===== src/amcd_pkg.sv =====
// Package for the analog module command decoder.
// Assumes one 125 MHz clock domain shared by all users.
package amcd_pkg;
  // Memory type codes, word mode
  localparam logic [7:0] MT_REG = 8'h08;
  localparam logic [7:0] MT_AIN = 8'h0A;
  localparam logic [7:0] MT_AOUT = 8'h0C;
  localparam logic [7:0] MT_WORD = 8'hC4;
  // Byte mode discrete
  localparam logic [7:0] MT_IN_B = 8'h10;
  localparam logic [7:0] MT_OUT_B = 8'h12;
  localparam logic [7:0] MT_TMP_B = 8'h14;
  localparam logic [7:0] MT_MOM_B = 8'h16;
  localparam logic [7:0] MT_GLB_B = 8'h38;
  // Bit mode discrete
  localparam logic [7:0] MT_IN_BIT = 8'h46;
  localparam logic [7:0] MT_OUT_BIT = 8'h48;
  localparam logic [7:0] MT_TMP_BIT = 8'h4A;
  localparam logic [7:0] MT_MOM_BIT = 8'h4C;
  localparam logic [7:0] MT_GLB_BIT = 8'h56;
  // Highest zero-based offset of general word memory
  localparam logic [15:0] WORD_OFS_MAX = 16'hFFFF;
  localparam logic [15:0] CMD_DATA_BYTES = 16'h0006;

  // Command code groups (high nibble of low byte)
  localparam logic [15:0] CMD_LO_SET = 16'h0000;
  localparam logic [15:0] CMD_HI_SET = 16'h0010;
  localparam logic [15:0] CMD_LO_ADJ = 16'h0020;
  localparam logic [15:0] CMD_HI_ADJ = 16'h0030;
  localparam logic [15:0] CMD_RAMP_OFF = 16'h0040;
  localparam logic [15:0] CMD_RAMP_STEP = 16'h0050;
  localparam logic [15:0] CMD_RAMP_TIME = 16'h0060;
  localparam logic [15:0] CMD_CLR_ERR = 16'h00C0;
  localparam logic [15:0] RAMP_ARG_MAX = 16'h7D00;

  // Completion status values, both non-zero
  localparam logic [15:0] STAT_OK = 16'h0001;
  localparam logic [15:0] STAT_FAIL = 16'h0002;
  // Error codes shown on o_err_code, not in the status word
  localparam logic [7:0] ERR_NONE = 8'h00;
  localparam logic [7:0] ERR_BAD_CMD = 8'h01;
  localparam logic [7:0] ERR_BAD_LIMIT = 8'h02;
  localparam logic [7:0] ERR_BAD_RAMP = 8'h03;
  localparam logic [7:0] ERR_BAD_AREA = 8'h04;

  // Alarm limit legal ranges
  localparam logic signed [15:0] LO_MAX = 16'sh7FF7;
  localparam logic signed [15:0] HI_MIN = -16'sh7FFF;
  localparam logic signed [15:0] HI_MAX = 16'sh7FF8;

  localparam int N_IN = 4;
  localparam int N_OUT = 2;

  // Timing: one millisecond tick
  localparam int CLK_MHZ = 125;
  localparam int RAMP_TICK_US = 1000;
  localparam int RAMP_TICK_CYC = RAMP_TICK_US * CLK_MHZ;

  typedef enum logic [1:0] {RAMP_NORMAL, RAMP_STEP, RAMP_TIME} amcd_ramp_t;

  typedef struct packed {
    logic [7:0] status_type;
    logic [15:0] status_ofs;
    logic [15:0] data_len;
    logic [7:0] data_type;
    logic [15:0] data_ofs;
    logic [15:0] cmd_word;
    logic [15:0] arg_word;
    logic [15:0] spare_word;
  } amcd_req_t;

  typedef struct packed {
    logic [7:0] status_type;
    logic [15:0] status_ofs;
    logic [15:0] status_word;
  } amcd_done_t;
endpackage : amcd_pkg


===== src/amcd_decoder.sv =====
// Command decoder of a four-input, two-output mixed analog module.
// Assumes the requester has already fetched the command block and data
// and presents them as one request; writes back through o_done.
//
// Overview of operation
// - Word-mode area codes are 08H, 0AH and 0CH for status and data.
// - Byte-mode discrete codes are 10H, 12H, 14H, 16H and 38H.
// - Bit-mode discrete codes are 46H, 48H, 4AH, 4CH and 56H.
// - Code C4H selects general word memory, word addresses 1 to 65536.
// - Status and data offsets are zero based.
// - Command data is three words; code, argument, third word ignored.
// - Codes 0000-0003 load low alarm limit of inputs one to four.
// - Codes 0010-0013 load high alarm limit of inputs one to four.
// - Codes 0020-0023 add signed increment to low alarm limit.
// - Codes 0030-0033 add signed increment to high alarm limit.
// - Codes 0040-0041 cancel ramping, output returns to direct update.
// - Codes 0050-0051 step ramp, 1 to 32000 counts per millisecond.
// - Codes 0060-0061 timed ramp over 1 to 32000 milliseconds.
// - Code 00C0 clears the posted error code.
// - Invalid requests change nothing and post an error code.
// - An error code never halts inputs or outputs.
// - Error code stays until clear command or reconfiguration.
// - Every completed request returns a non-zero status word.
// - Ramp off mid-ramp drives output straight to its commanded value.
// - Step to timed ramp restarts from present output and time.
// - Ramp command with bad channel, step or time posts error.
// - Low alarm limit stays strictly below high alarm limit.
`timescale 1ns/1ps
`default_nettype none

module amcd_decoder (
  input wire logic i_clk,
  input wire logic i_srst,
  input wire logic i_ce,
  input wire logic i_req_valid,
  input wire amcd_pkg::amcd_req_t i_req,
  input wire logic i_reconfig,
  input wire logic [amcd_pkg::N_IN*16-1:0] i_cfg_lo,
  input wire logic [amcd_pkg::N_IN*16-1:0] i_cfg_hi,
  input wire logic [amcd_pkg::N_OUT*16-1:0] i_out_cmd,
  output logic o_done_valid,
  output amcd_pkg::amcd_done_t o_done,
  output logic [7:0] o_err_code,
  output logic [amcd_pkg::N_IN*16-1:0] o_lo_limit,
  output logic [amcd_pkg::N_IN*16-1:0] o_hi_limit,
  output logic [amcd_pkg::N_OUT*16-1:0] o_out_value,
  output logic [amcd_pkg::N_OUT*2-1:0] o_ramp_mode
);
  localparam int N_IN = amcd_pkg::N_IN;
  localparam int N_OUT = amcd_pkg::N_OUT;

  function automatic logic word_area(input logic [7:0] t);
    word_area = (t == amcd_pkg::MT_REG) || (t == amcd_pkg::MT_AIN)
      || (t == amcd_pkg::MT_AOUT) || (t == amcd_pkg::MT_WORD);
  endfunction : word_area

  // Status may land in any area, the data block only in a word area
  function automatic logic any_area(input logic [7:0] t);
    any_area = word_area(t)
      || (t == amcd_pkg::MT_IN_B) || (t == amcd_pkg::MT_OUT_B)
      || (t == amcd_pkg::MT_TMP_B) || (t == amcd_pkg::MT_MOM_B) || (t == amcd_pkg::MT_GLB_B)
      || (t == amcd_pkg::MT_IN_BIT) || (t == amcd_pkg::MT_OUT_BIT)
      || (t == amcd_pkg::MT_TMP_BIT) || (t == amcd_pkg::MT_MOM_BIT) || (t == amcd_pkg::MT_GLB_BIT);
  endfunction : any_area

  // Alarm limit groups, shared by the decode and the limit update
  function automatic logic lo_group(input logic [15:0] g);
    lo_group = (g == amcd_pkg::CMD_LO_SET) || (g == amcd_pkg::CMD_LO_ADJ);
  endfunction : lo_group

  function automatic logic hi_group(input logic [15:0] g);
    hi_group = (g == amcd_pkg::CMD_HI_SET) || (g == amcd_pkg::CMD_HI_ADJ);
  endfunction : hi_group

  // Zero-based offsets need no bias; 16 bits cover word addresses 1..65536
  logic area_ok;
  always_comb
  begin
    area_ok = any_area(i_req.status_type) && word_area(i_req.data_type)
      && (i_req.data_len == amcd_pkg::CMD_DATA_BYTES)
      && (i_req.data_ofs <= amcd_pkg::WORD_OFS_MAX);
  end

  // Decode of the command word; the spare word is never looked at
  logic [15:0] grp;
  logic [1:0] ch;
  logic signed [15:0] arg;
  logic signed [16:0] lo_sum;
  logic signed [16:0] hi_sum;
  logic lo_ovf;
  logic hi_ovf;
  logic signed [15:0] new_lim;
  logic signed [15:0] cur_lo;
  logic signed [15:0] cur_hi;
  logic [7:0] err;
  always_comb
  begin
    grp = {i_req.cmd_word[15:4], 4'h0};
    ch = i_req.cmd_word[1:0];
    arg = $signed(i_req.arg_word);
    cur_lo = $signed(o_lo_limit[ch*16 +: 16]);
    cur_hi = $signed(o_hi_limit[ch*16 +: 16]);
    lo_sum = 17'(cur_lo) + 17'(arg);
    hi_sum = 17'(cur_hi) + 17'(arg);
    // A sum whose two top bits differ no longer fits a signed word
    lo_ovf = lo_sum[16] != lo_sum[15];
    hi_ovf = hi_sum[16] != hi_sum[15];
    new_lim = arg;
    err = amcd_pkg::ERR_NONE;
    if (!area_ok)
      err = amcd_pkg::ERR_BAD_AREA;
    else if (i_req.cmd_word == amcd_pkg::CMD_CLR_ERR)
      err = amcd_pkg::ERR_NONE;
    else if (lo_group(grp) && i_req.cmd_word[3:2] == 2'b00)
    begin
      if (grp == amcd_pkg::CMD_LO_ADJ)
        new_lim = lo_sum[15:0];
      if ((grp == amcd_pkg::CMD_LO_ADJ && lo_ovf)
          || new_lim > amcd_pkg::LO_MAX || new_lim >= cur_hi)
        err = amcd_pkg::ERR_BAD_LIMIT;
    end
    else if (hi_group(grp) && i_req.cmd_word[3:2] == 2'b00)
    begin
      if (grp == amcd_pkg::CMD_HI_ADJ)
        new_lim = hi_sum[15:0];
      if ((grp == amcd_pkg::CMD_HI_ADJ && hi_ovf)
          || new_lim > amcd_pkg::HI_MAX || new_lim < amcd_pkg::HI_MIN || new_lim <= cur_lo)
        err = amcd_pkg::ERR_BAD_LIMIT;
    end
    else if ((grp == amcd_pkg::CMD_RAMP_OFF || grp == amcd_pkg::CMD_RAMP_STEP
              || grp == amcd_pkg::CMD_RAMP_TIME))
    begin
      // Output channel sits in bit 0; bits 3 to 1 must be zero
      if (i_req.cmd_word[3:1] != 3'h0)
        err = amcd_pkg::ERR_BAD_RAMP;
      else if (grp != amcd_pkg::CMD_RAMP_OFF && (arg < 16'sh0001 || arg > $signed(amcd_pkg::RAMP_ARG_MAX)))
        err = amcd_pkg::ERR_BAD_RAMP;
    end
    else
      err = amcd_pkg::ERR_BAD_CMD;
  end

  // One request a cycle; the requester paces itself on the completion
  logic take;
  assign take = i_ce && i_req_valid;

  // Completion word always written back, never zero
  // The echoed status location tells the requester where the word belongs
  always_ff @(posedge i_clk)
  begin
    if (i_srst)
    begin
      o_done_valid <= 1'b0;
      o_done <= '0;
    end
    else if (i_ce)
    begin
      o_done_valid <= i_req_valid;
      if (i_req_valid)
      begin
        o_done.status_type <= i_req.status_type;
        o_done.status_ofs <= i_req.status_ofs;
        o_done.status_word <= (err == amcd_pkg::ERR_NONE) ? amcd_pkg::STAT_OK : amcd_pkg::STAT_FAIL;
      end
    end
  end

  // Error code is sticky; operation carries on regardless
  // A reconfiguration in the same cycle as a new error wins, so that refusal is not posted
  always_ff @(posedge i_clk)
  begin
    if (i_srst || (i_ce && i_reconfig))
      o_err_code <= amcd_pkg::ERR_NONE;
    else if (take && err != amcd_pkg::ERR_NONE)
      o_err_code <= err;
    else if (take && area_ok && i_req.cmd_word == amcd_pkg::CMD_CLR_ERR)
      o_err_code <= amcd_pkg::ERR_NONE;
  end

  // Alarm limits: configured values restored on reset or reconfiguration
  // A refused change leaves both limits as they were
  always_ff @(posedge i_clk)
  begin
    if (i_srst || (i_ce && i_reconfig))
    begin
      o_lo_limit <= i_cfg_lo;
      o_hi_limit <= i_cfg_hi;
    end
    else if (take && err == amcd_pkg::ERR_NONE)
    begin
      if (lo_group(grp))
        o_lo_limit[ch*16 +: 16] <= new_lim;
      else if (hi_group(grp))
        o_hi_limit[ch*16 +: 16] <= new_lim;
    end
  end

  // Shared one millisecond tick
  // Fires on the first enabled cycle after reset, then once a millisecond
  logic [$clog2(amcd_pkg::RAMP_TICK_CYC)-1:0] tick_cnt_reg;
  logic tick;
  assign tick = (tick_cnt_reg == '0);
  always_ff @(posedge i_clk)
  begin
    if (i_srst)
      tick_cnt_reg <= '0;
    else if (i_ce)
      tick_cnt_reg <= tick ? ($bits(tick_cnt_reg))'(amcd_pkg::RAMP_TICK_CYC - 1) : tick_cnt_reg - 1'b1;
  end

  // Ramp engines; mode survives reconfiguration, lost only at reset
  genvar g;
  generate
    for (g = 0; g < N_OUT; g++)
    begin : g_out
      amcd_pkg::amcd_ramp_t mode_reg;
      logic [15:0] step_reg;
      logic [15:0] time_reg;
      logic [15:0] left_reg;
      logic signed [15:0] tgt_reg;
      logic signed [15:0] val;
      logic signed [15:0] tgt;
      // Distance still to go, one bit wider so that it cannot wrap
      logic signed [16:0] diff;
      logic signed [16:0] stepv;
      logic hit;
      logic sel;
      assign val = $signed(o_out_value[g*16 +: 16]);
      assign tgt = $signed(i_out_cmd[g*16 +: 16]);
      assign diff = 17'(tgt) - 17'(val);
      assign sel = take && err == amcd_pkg::ERR_NONE && i_req.cmd_word[0] == 1'(g);
      // Timed ramp spreads what is left evenly over the remaining ticks
      always_comb
      begin
        if (mode_reg == amcd_pkg::RAMP_TIME)
          stepv = (left_reg <= 16'h0001) ? diff : 17'(diff / $signed({1'b0, left_reg}));
        else
          stepv = (diff > $signed({1'b0, step_reg})) ? $signed({1'b0, step_reg}) :
                  (diff < -$signed({1'b0, step_reg})) ? -$signed({1'b0, step_reg}) : diff;
        hit = (stepv == diff);
      end
      always_ff @(posedge i_clk)
      begin
        if (i_srst)
        begin
          mode_reg <= amcd_pkg::RAMP_NORMAL;
          step_reg <= '0;
          time_reg <= '0;
          left_reg <= '0;
          tgt_reg <= '0;
          o_out_value[g*16 +: 16] <= '0;
        end
        else if (i_ce)
        begin
          tgt_reg <= tgt;
          if (sel && grp == amcd_pkg::CMD_RAMP_OFF)
          begin
            mode_reg <= amcd_pkg::RAMP_NORMAL;
            o_out_value[g*16 +: 16] <= tgt;
          end
          else if (sel && grp == amcd_pkg::CMD_RAMP_STEP)
          begin
            mode_reg <= amcd_pkg::RAMP_STEP;
            step_reg <= i_req.arg_word;
          end
          else if (sel && grp == amcd_pkg::CMD_RAMP_TIME)
          begin
            mode_reg <= amcd_pkg::RAMP_TIME;
            time_reg <= i_req.arg_word;
            left_reg <= i_req.arg_word;
          end
          else if (mode_reg == amcd_pkg::RAMP_NORMAL)
            o_out_value[g*16 +: 16] <= tgt;
          else
          begin
            // A new commanded value restarts the timed ramp over the full time
            if (mode_reg == amcd_pkg::RAMP_TIME && tgt != tgt_reg)
              left_reg <= time_reg;
            else if (tick && !hit)
            begin
              o_out_value[g*16 +: 16] <= 16'(val + stepv[15:0]);
              if (left_reg > 16'h0001)
                left_reg <= left_reg - 16'h0001;
            end
            else if (tick)
              o_out_value[g*16 +: 16] <= tgt;
          end
        end
      end
      // Shown one cycle behind the internal mode
      always_ff @(posedge i_clk)
      begin
        if (i_srst)
          o_ramp_mode[g*2 +: 2] <= 2'h0;
        else if (i_ce)
          o_ramp_mode[g*2 +: 2] <= mode_reg;
      end
    end
  endgenerate
endmodule : amcd_decoder

`default_nettype wire


===== config.mk =====
export PLATFORM = sky130hd
export DESIGN_NAME = amcd_decoder
export DESIGN_NICKNAME = d
export VERILOG_FILES = /design/src/amcd_pkg.sv /design/src/amcd_decoder.sv
export SDC_FILE = /design/constraint.sdc
export NUM_CORES = 2
export LEC_CHECK = 0
export BUFFER_PORTS_ARGS = -buffer_cell sky130_fd_sc_hd__buf_2
export CAP_MARGIN = 10
export CELL_PAD_IN_SITES_DETAIL_PLACEMENT = 0
export CELL_PAD_IN_SITES_GLOBAL_PLACEMENT = 1
export CORE_MARGIN = 2
export CORE_UTILIZATION = 35
export DETAILED_ROUTE_END_ITERATION = 12
export HOLD_SLACK_MARGIN = 0.12
export PLACE_DENSITY_LB_ADDON = 0.15
export RECOVER_POWER = 50
export SKIP_CTS_REPAIR_TIMING = 1
export SLEW_MARGIN = 10
export SYNTH_ARGS = -nofsm -noshare
export SYNTH_HDL_FRONTEND = slang
export SYNTH_SLANG_ARGS = --single-unit

===== constraint.sdc =====
create_clock -name i_clk -period 60.9 [get_ports i_clk]
set_input_delay 9.135 -clock i_clk [delete_from_list [all_inputs] [get_ports i_clk]]
set_output_delay 9.135 -clock i_clk [all_outputs]
set_load 0.02 [all_outputs]

Word level (Yosys, flattened, before mapping)
Index checks and enable logic that the tools add are counted.

Output and inout bits: 213. Bits in registers: 362. Word-level logic and storage cells: 268.

Bitwise gates (word level): 5. Magnitude comparators: 16. Mux-type cells: 73. Add/subtract/negate cells: 12. Div/mod/pow operators: 2. Reduce and logical (&&, ||, !) cells: 90. Eq/ne operators: 44. Shift operators: 4.

Operator list (number): two-way mux 16 bit (37); two-way mux 64 bit (7); two-way mux 17 bit (9); bitwise mux 64 bit (2); variable part select 64 x 7 -> 16 bit (2); variable shift 16 x 34 -> 64 bit, first input constant (1); variable part select 16 x 34 -> 64 bit (1); two-way mux 8 bit (7); == test 8 x 4 -> 1 bit, second input constant (6); greater-than comparator 16 bit, second input constant (3); == test 8 x 7 -> 1 bit, second input constant (5); == test 12 x 3 -> 1 bit, second input constant (3); adder 16 x 16 -> 17 bit (2); divider 17 x 17 -> 17 bit (2); == test 17 bit (2); greater-than comparator 17 bit (2); less-than comparator 17 bit (2); negator 16 -> 17 bit (2); negator 6 -> 34 bit (1); subtractor 16 x 16 -> 17 bit (2); adder 16 bit (2); == test 8 x 5 -> 1 bit, second input constant (4); greater-than comparator 16 x 1 -> 1 bit, second input constant (2); <= comparator 16 x 1 -> 1 bit, second input constant (2); 38 further kinds (138).

Logic depth before layout (Yosys ltp)
Word-level depth: 34. Depth in mapped cells: 195. Depth with buffers taken out: 183.

Least setup slack after synthesis
Ideal clock, no wire load.

Path kind: in2reg. Start: in i_out_cmd[16] (netlist bit). End: reg o_out_value, in the netlist g_out[1].val[15]. Arrival: 45094 ps. Required time: 60776 ps. Path buffers: 20. Setup slack: 15682 ps. Stages on the path: 179. Path through: inv_1 -> ha_1 -> fa_1 -> nand2b_1 -> a21o_1 -> a211oi_1 -> o31a_1 -> buf_6 -> clkbuf_1 -> buf_1 -> clkbuf_1 -> nor4_1 -> ha_1 -> o21ai_0 -> o41ai_4 -> a21boi_0 -> ha_1 -> o21a_1 -> [143 not listed] -> o22ai_1 -> ha_1 -> a21o_1 -> a21oi_1 -> o21bai_1 -> a21oi_1 -> o21bai_1 -> a21oi_1 -> o21bai_1 -> a21oi_1 -> o21bai_1 -> a21oi_1 -> nor2_1 -> a211oi_1 -> o21ai_0 -> xor2_1 -> a31oi_1 -> nand3_1.

Word-level cells in the longest chain between the ends: 14. Elaborated cells between the ends (all ways): 23.

RTL lines: start: declaration (RTL line amcd_decoder.sv:40) `input wire logic [amcd_pkg::N_OUT*16-1:0] i_out_cmd,`; parallel branches: the longest is 14 deep, another holds subtractor 16 x 16 -> 17 bit; end signal: indexed assignment (RTL line amcd_decoder.sv:259) `o_out_value[g*16 +: 16] <= tgt;`; end signal: indexed assignment (RTL line amcd_decoder.sv:273) `o_out_value[g*16 +: 16] <= tgt;`; end signal: indexed assignment (RTL line amcd_decoder.sv:281) `o_out_value[g*16 +: 16] <= 16'(val + stepv[15:0]);`; end: declaration (RTL line amcd_decoder.sv:46) `output logic [amcd_pkg::N_OUT*16-1:0] o_out_value,`.

Parallel ways; which one is timed is not known. The select of a mux whose other input is x is not followed. A chain may end at the register's enable or synchronous reset.

Worst setup path in the final report
Start: in i_out_cmd[0] (netlist bit). End: reg o_out_value, in the netlist g_out[0].val[15].

The elaborated chain is that of the path after synthesis.

==> out/metrics.csv <==
metric,value,unit
dp.cells,8055,
first_iter_violations,3544,
ys.flop_type,dfxtp_1,
hold_viol_final,0,
finalMaxSlewViolations,101,
timing.fmax,19.3,MHz
die-area,134000,um2
clock_skew,0.0265,ns
portBuffers,438,
synth-seq-area-share,17.8,%
ys_ff_latch,343,
critPathMostFrequentCell,a21oi_1,
status,"complete, but fails checks",
cts.htree.levels,2,
reg2reg_from,g_out[0].val[0]$_SDFFE_PP0P_,
syn_inst,6080,
synthArstFlopShare,0,%
area.growth.synth_to_final,10.7,%
clkSlewWorstSetupHoldPaths,0.06,ns
wirelength,185000,um
vias,47000,
cp.arrival,52.30,ns
highest_layer,met5,
r2r-end,g_out[0].val[15]$_SDFFE_PP0P_,
crit_path_end_kind,register,
met2_length,86200,um
synth_cell_types,127,
min_period,51.85,ns
setup_violations,0,
cap_violations,4,
dp_hpwl,147000,um
ant_nets,0,
drt-pass1-iter-count,6,
synth_area_leader_cell,ha_1,
maxSlewHeadroom,-136,%
path_buf_inv,9,
cpPeakStageDelay,0.87,ns
worst_ep_required_time,61.35,ns
cp.depth,164,
rsz0062_at_grt,no,
drc,0,
yosysWarningCount,0,
die_h,366,um
cts-root-buf,clkbuf_16,
path_delay_family,compound AO/OA/AOI/OAI gates,
crit_slowest_cell,nor2_1,
reg.largest.list,"o_hi_limit (64), o_lo_limit (64)",
violations,"capacitance limit, slew limit",
cts_buffers,40,
cts_buffer_depth,3,
synth.avg_cell_area,7.54,um2
drive_gt1_share,10.1,%
clock-sinks,343,
gp_congestion,0.924,
core,130000,um2
final_cells,8131,
worst-r2r-setup-slack,17.36,ns
first_global_vias,44500,
fillers,13900,
reg2reg_depth,162,
wl_per_cell,22.8,um
seq_area,8150,um2
wl_met3,9970,um
fin_nets,7146,
antenna_found_initial,20,
clk_latency,0.60,ns
synthTopCellsByArea,"ha_1, dfxtp_1, edfxtp_1",
via_per_inst,5.78,
multi_input_comb_area,35400,um2
grt-ovfl-total,0,
worstMarginPinSlew,3.54,ns
critPathKind,in2reg,
m1WireLength,83300,um
pin_count,490,
row_count,132,
worstSetupStartpointType,input port,
grt_max_degree,83,
die_x,366,um
tns,0,ns
grt.total_usage,26.4,%
cts_tree,built,
endpoint,g_out[0].val[15]$_SDFFE_PP0P_,
synth_top_area_share,13.8,%
grt_pass1_wl,280000,um
cp_max_fo,19,
hold_path_class,reg2reg,
startpoint,i_out_cmd[0],
start_util,35.3,%
finalCritPeriodShare,85.1,%
synth_edf_count,128,
synth_area,45800,um2
layout by cell type (no fill, tap or decap), drive strengths merged, types with 47 or more instances in the layout:
master  count
nand2     667
nor2      606
a21oi     509
ha        507
o21ai     351
buf       330
inv       288
xnor2     263
clkbuf    254
dfxtp     215
a21o      211
nor3      164
nand3     142
xor2      131
edfxtp    128
mux2i     113
nand4     106
o21a      100
nor4       88
a31oi      82
mux2       74
o211ai     74
nand2b     62
o31ai      59
nor2b      59
a211oi     57
or3        51
or2        51
and3       47
synthesized netlist by cell type, types with 74 or more instances:
library cell / instances
xnor2_1: 263
mux2i_1: 113
nor4_1: 79
dfxtp_1: 215
inv_1: 278
xor2_1: 131
edfxtp_1: 128
a21o_1: 211
nor2_1: 604
nand2_1: 667
mux2_2: 74
a21oi_1: 508
nand3_1: 139
nor3_1: 163
o21a_1: 100
clkbuf_1: 227
a31oi_1: 78
ha_1: 507
o21ai_0: 316
nand4_1: 105
per-layer routing:
layer / vias up / track usage (%)
li1: 23000 / -
met5: - / 0
met2: 1311 / 44.7
met1: 22500 / 35.2
met3: 240 / 3.36
met4: 22 / 6.84
cell families (layout without fill, tap and decap cells):
kind of cell | count (synthesis) | after routing | synth area share, %
AOI/OAI and AO/OA | 1812 | 1812 | 26.3
buffers and inverters | 598 | 885 | 5.31
DFF | 343 | 343 | 17.8
other | 1 | 23 | 0.00818
and+or+nand+nor | 2195 | 2195 | 23.0
xor gates and xnor gates | 396 | 396 | 7.63
muxes | 219 | 219 | 5.86
adders and majority gates | 516 | 516 | 14.2
tightest hold or removal path, cell delays in order, from the launching register on:
cell and delay (ns):
dfxtp_1 0.30, nand2_1 0.05, a21oi_1 0.05
metrics by stage:
| stage | instance area [um2] | util (%) | hold WS [ns] | setup WS, ns |
|---|---|---|---|---|
| floorplan | 45900 | - | 0.423 | 15.68 |
| global placement | 49700 | 38.3 | 0.436 | 9.01 |
| detailed placement | 49700 | 38.3 | 0.440 | 8.95 |
| CTS | 51000 | 39.2 | 0.449 | 9.32 |
| global route | 50700 | 39.1 | 0.469 | 5.15 |
| finish | 50700 | 39.1 | 0.448 | 9.05 |
worst min path at each step:
| stage | depth (start not counted) | startpoint | to |
|---|---|---|---|
| CTS | 2 | g_out[0].time_reg[12]$_SDFFE_PP0P_ | g_out[0].time_reg[12]$_SDFFE_PP0P_ |
| global route | 2 | g_out[0].time_reg[12]$_SDFFE_PP0P_ | g_out[0].time_reg[12]$_SDFFE_PP0P_ |
| global placement | 2 | g_out[0].time_reg[0]$_SDFFE_PP0P_ | g_out[0].time_reg[0]$_SDFFE_PP0P_ |
| finish | 2 | g_out[0].time_reg[12]$_SDFFE_PP0P_ | g_out[0].time_reg[12]$_SDFFE_PP0P_ |
| floorplan | 2 | g_out[1].time_reg[15]$_SDFFE_PP0P_ | g_out[1].time_reg[15]$_SDFFE_PP0P_ |
| detailed placement | 2 | g_out[0].time_reg[12]$_SDFFE_PP0P_ | g_out[0].time_reg[12]$_SDFFE_PP0P_ |
cell type report:
cell class | instances | area share, %
Timing Repair Buffer | 528 | 5.21
Inverter | 286 | 2.12
Tap cell | 1742 | 4.30
Antenna cell | 4 | 0.0197
Clock inverter | 15 | 0.331
Multi-Input combinational cell | 5157 | 69.8
Sequential cell | 343 | 16.1
Clock buffer | 56 | 2.17
Power is left out: the tool's default activity adds up to more than one toggle a clock period on the data nets, which glitch-free logic cannot reach.
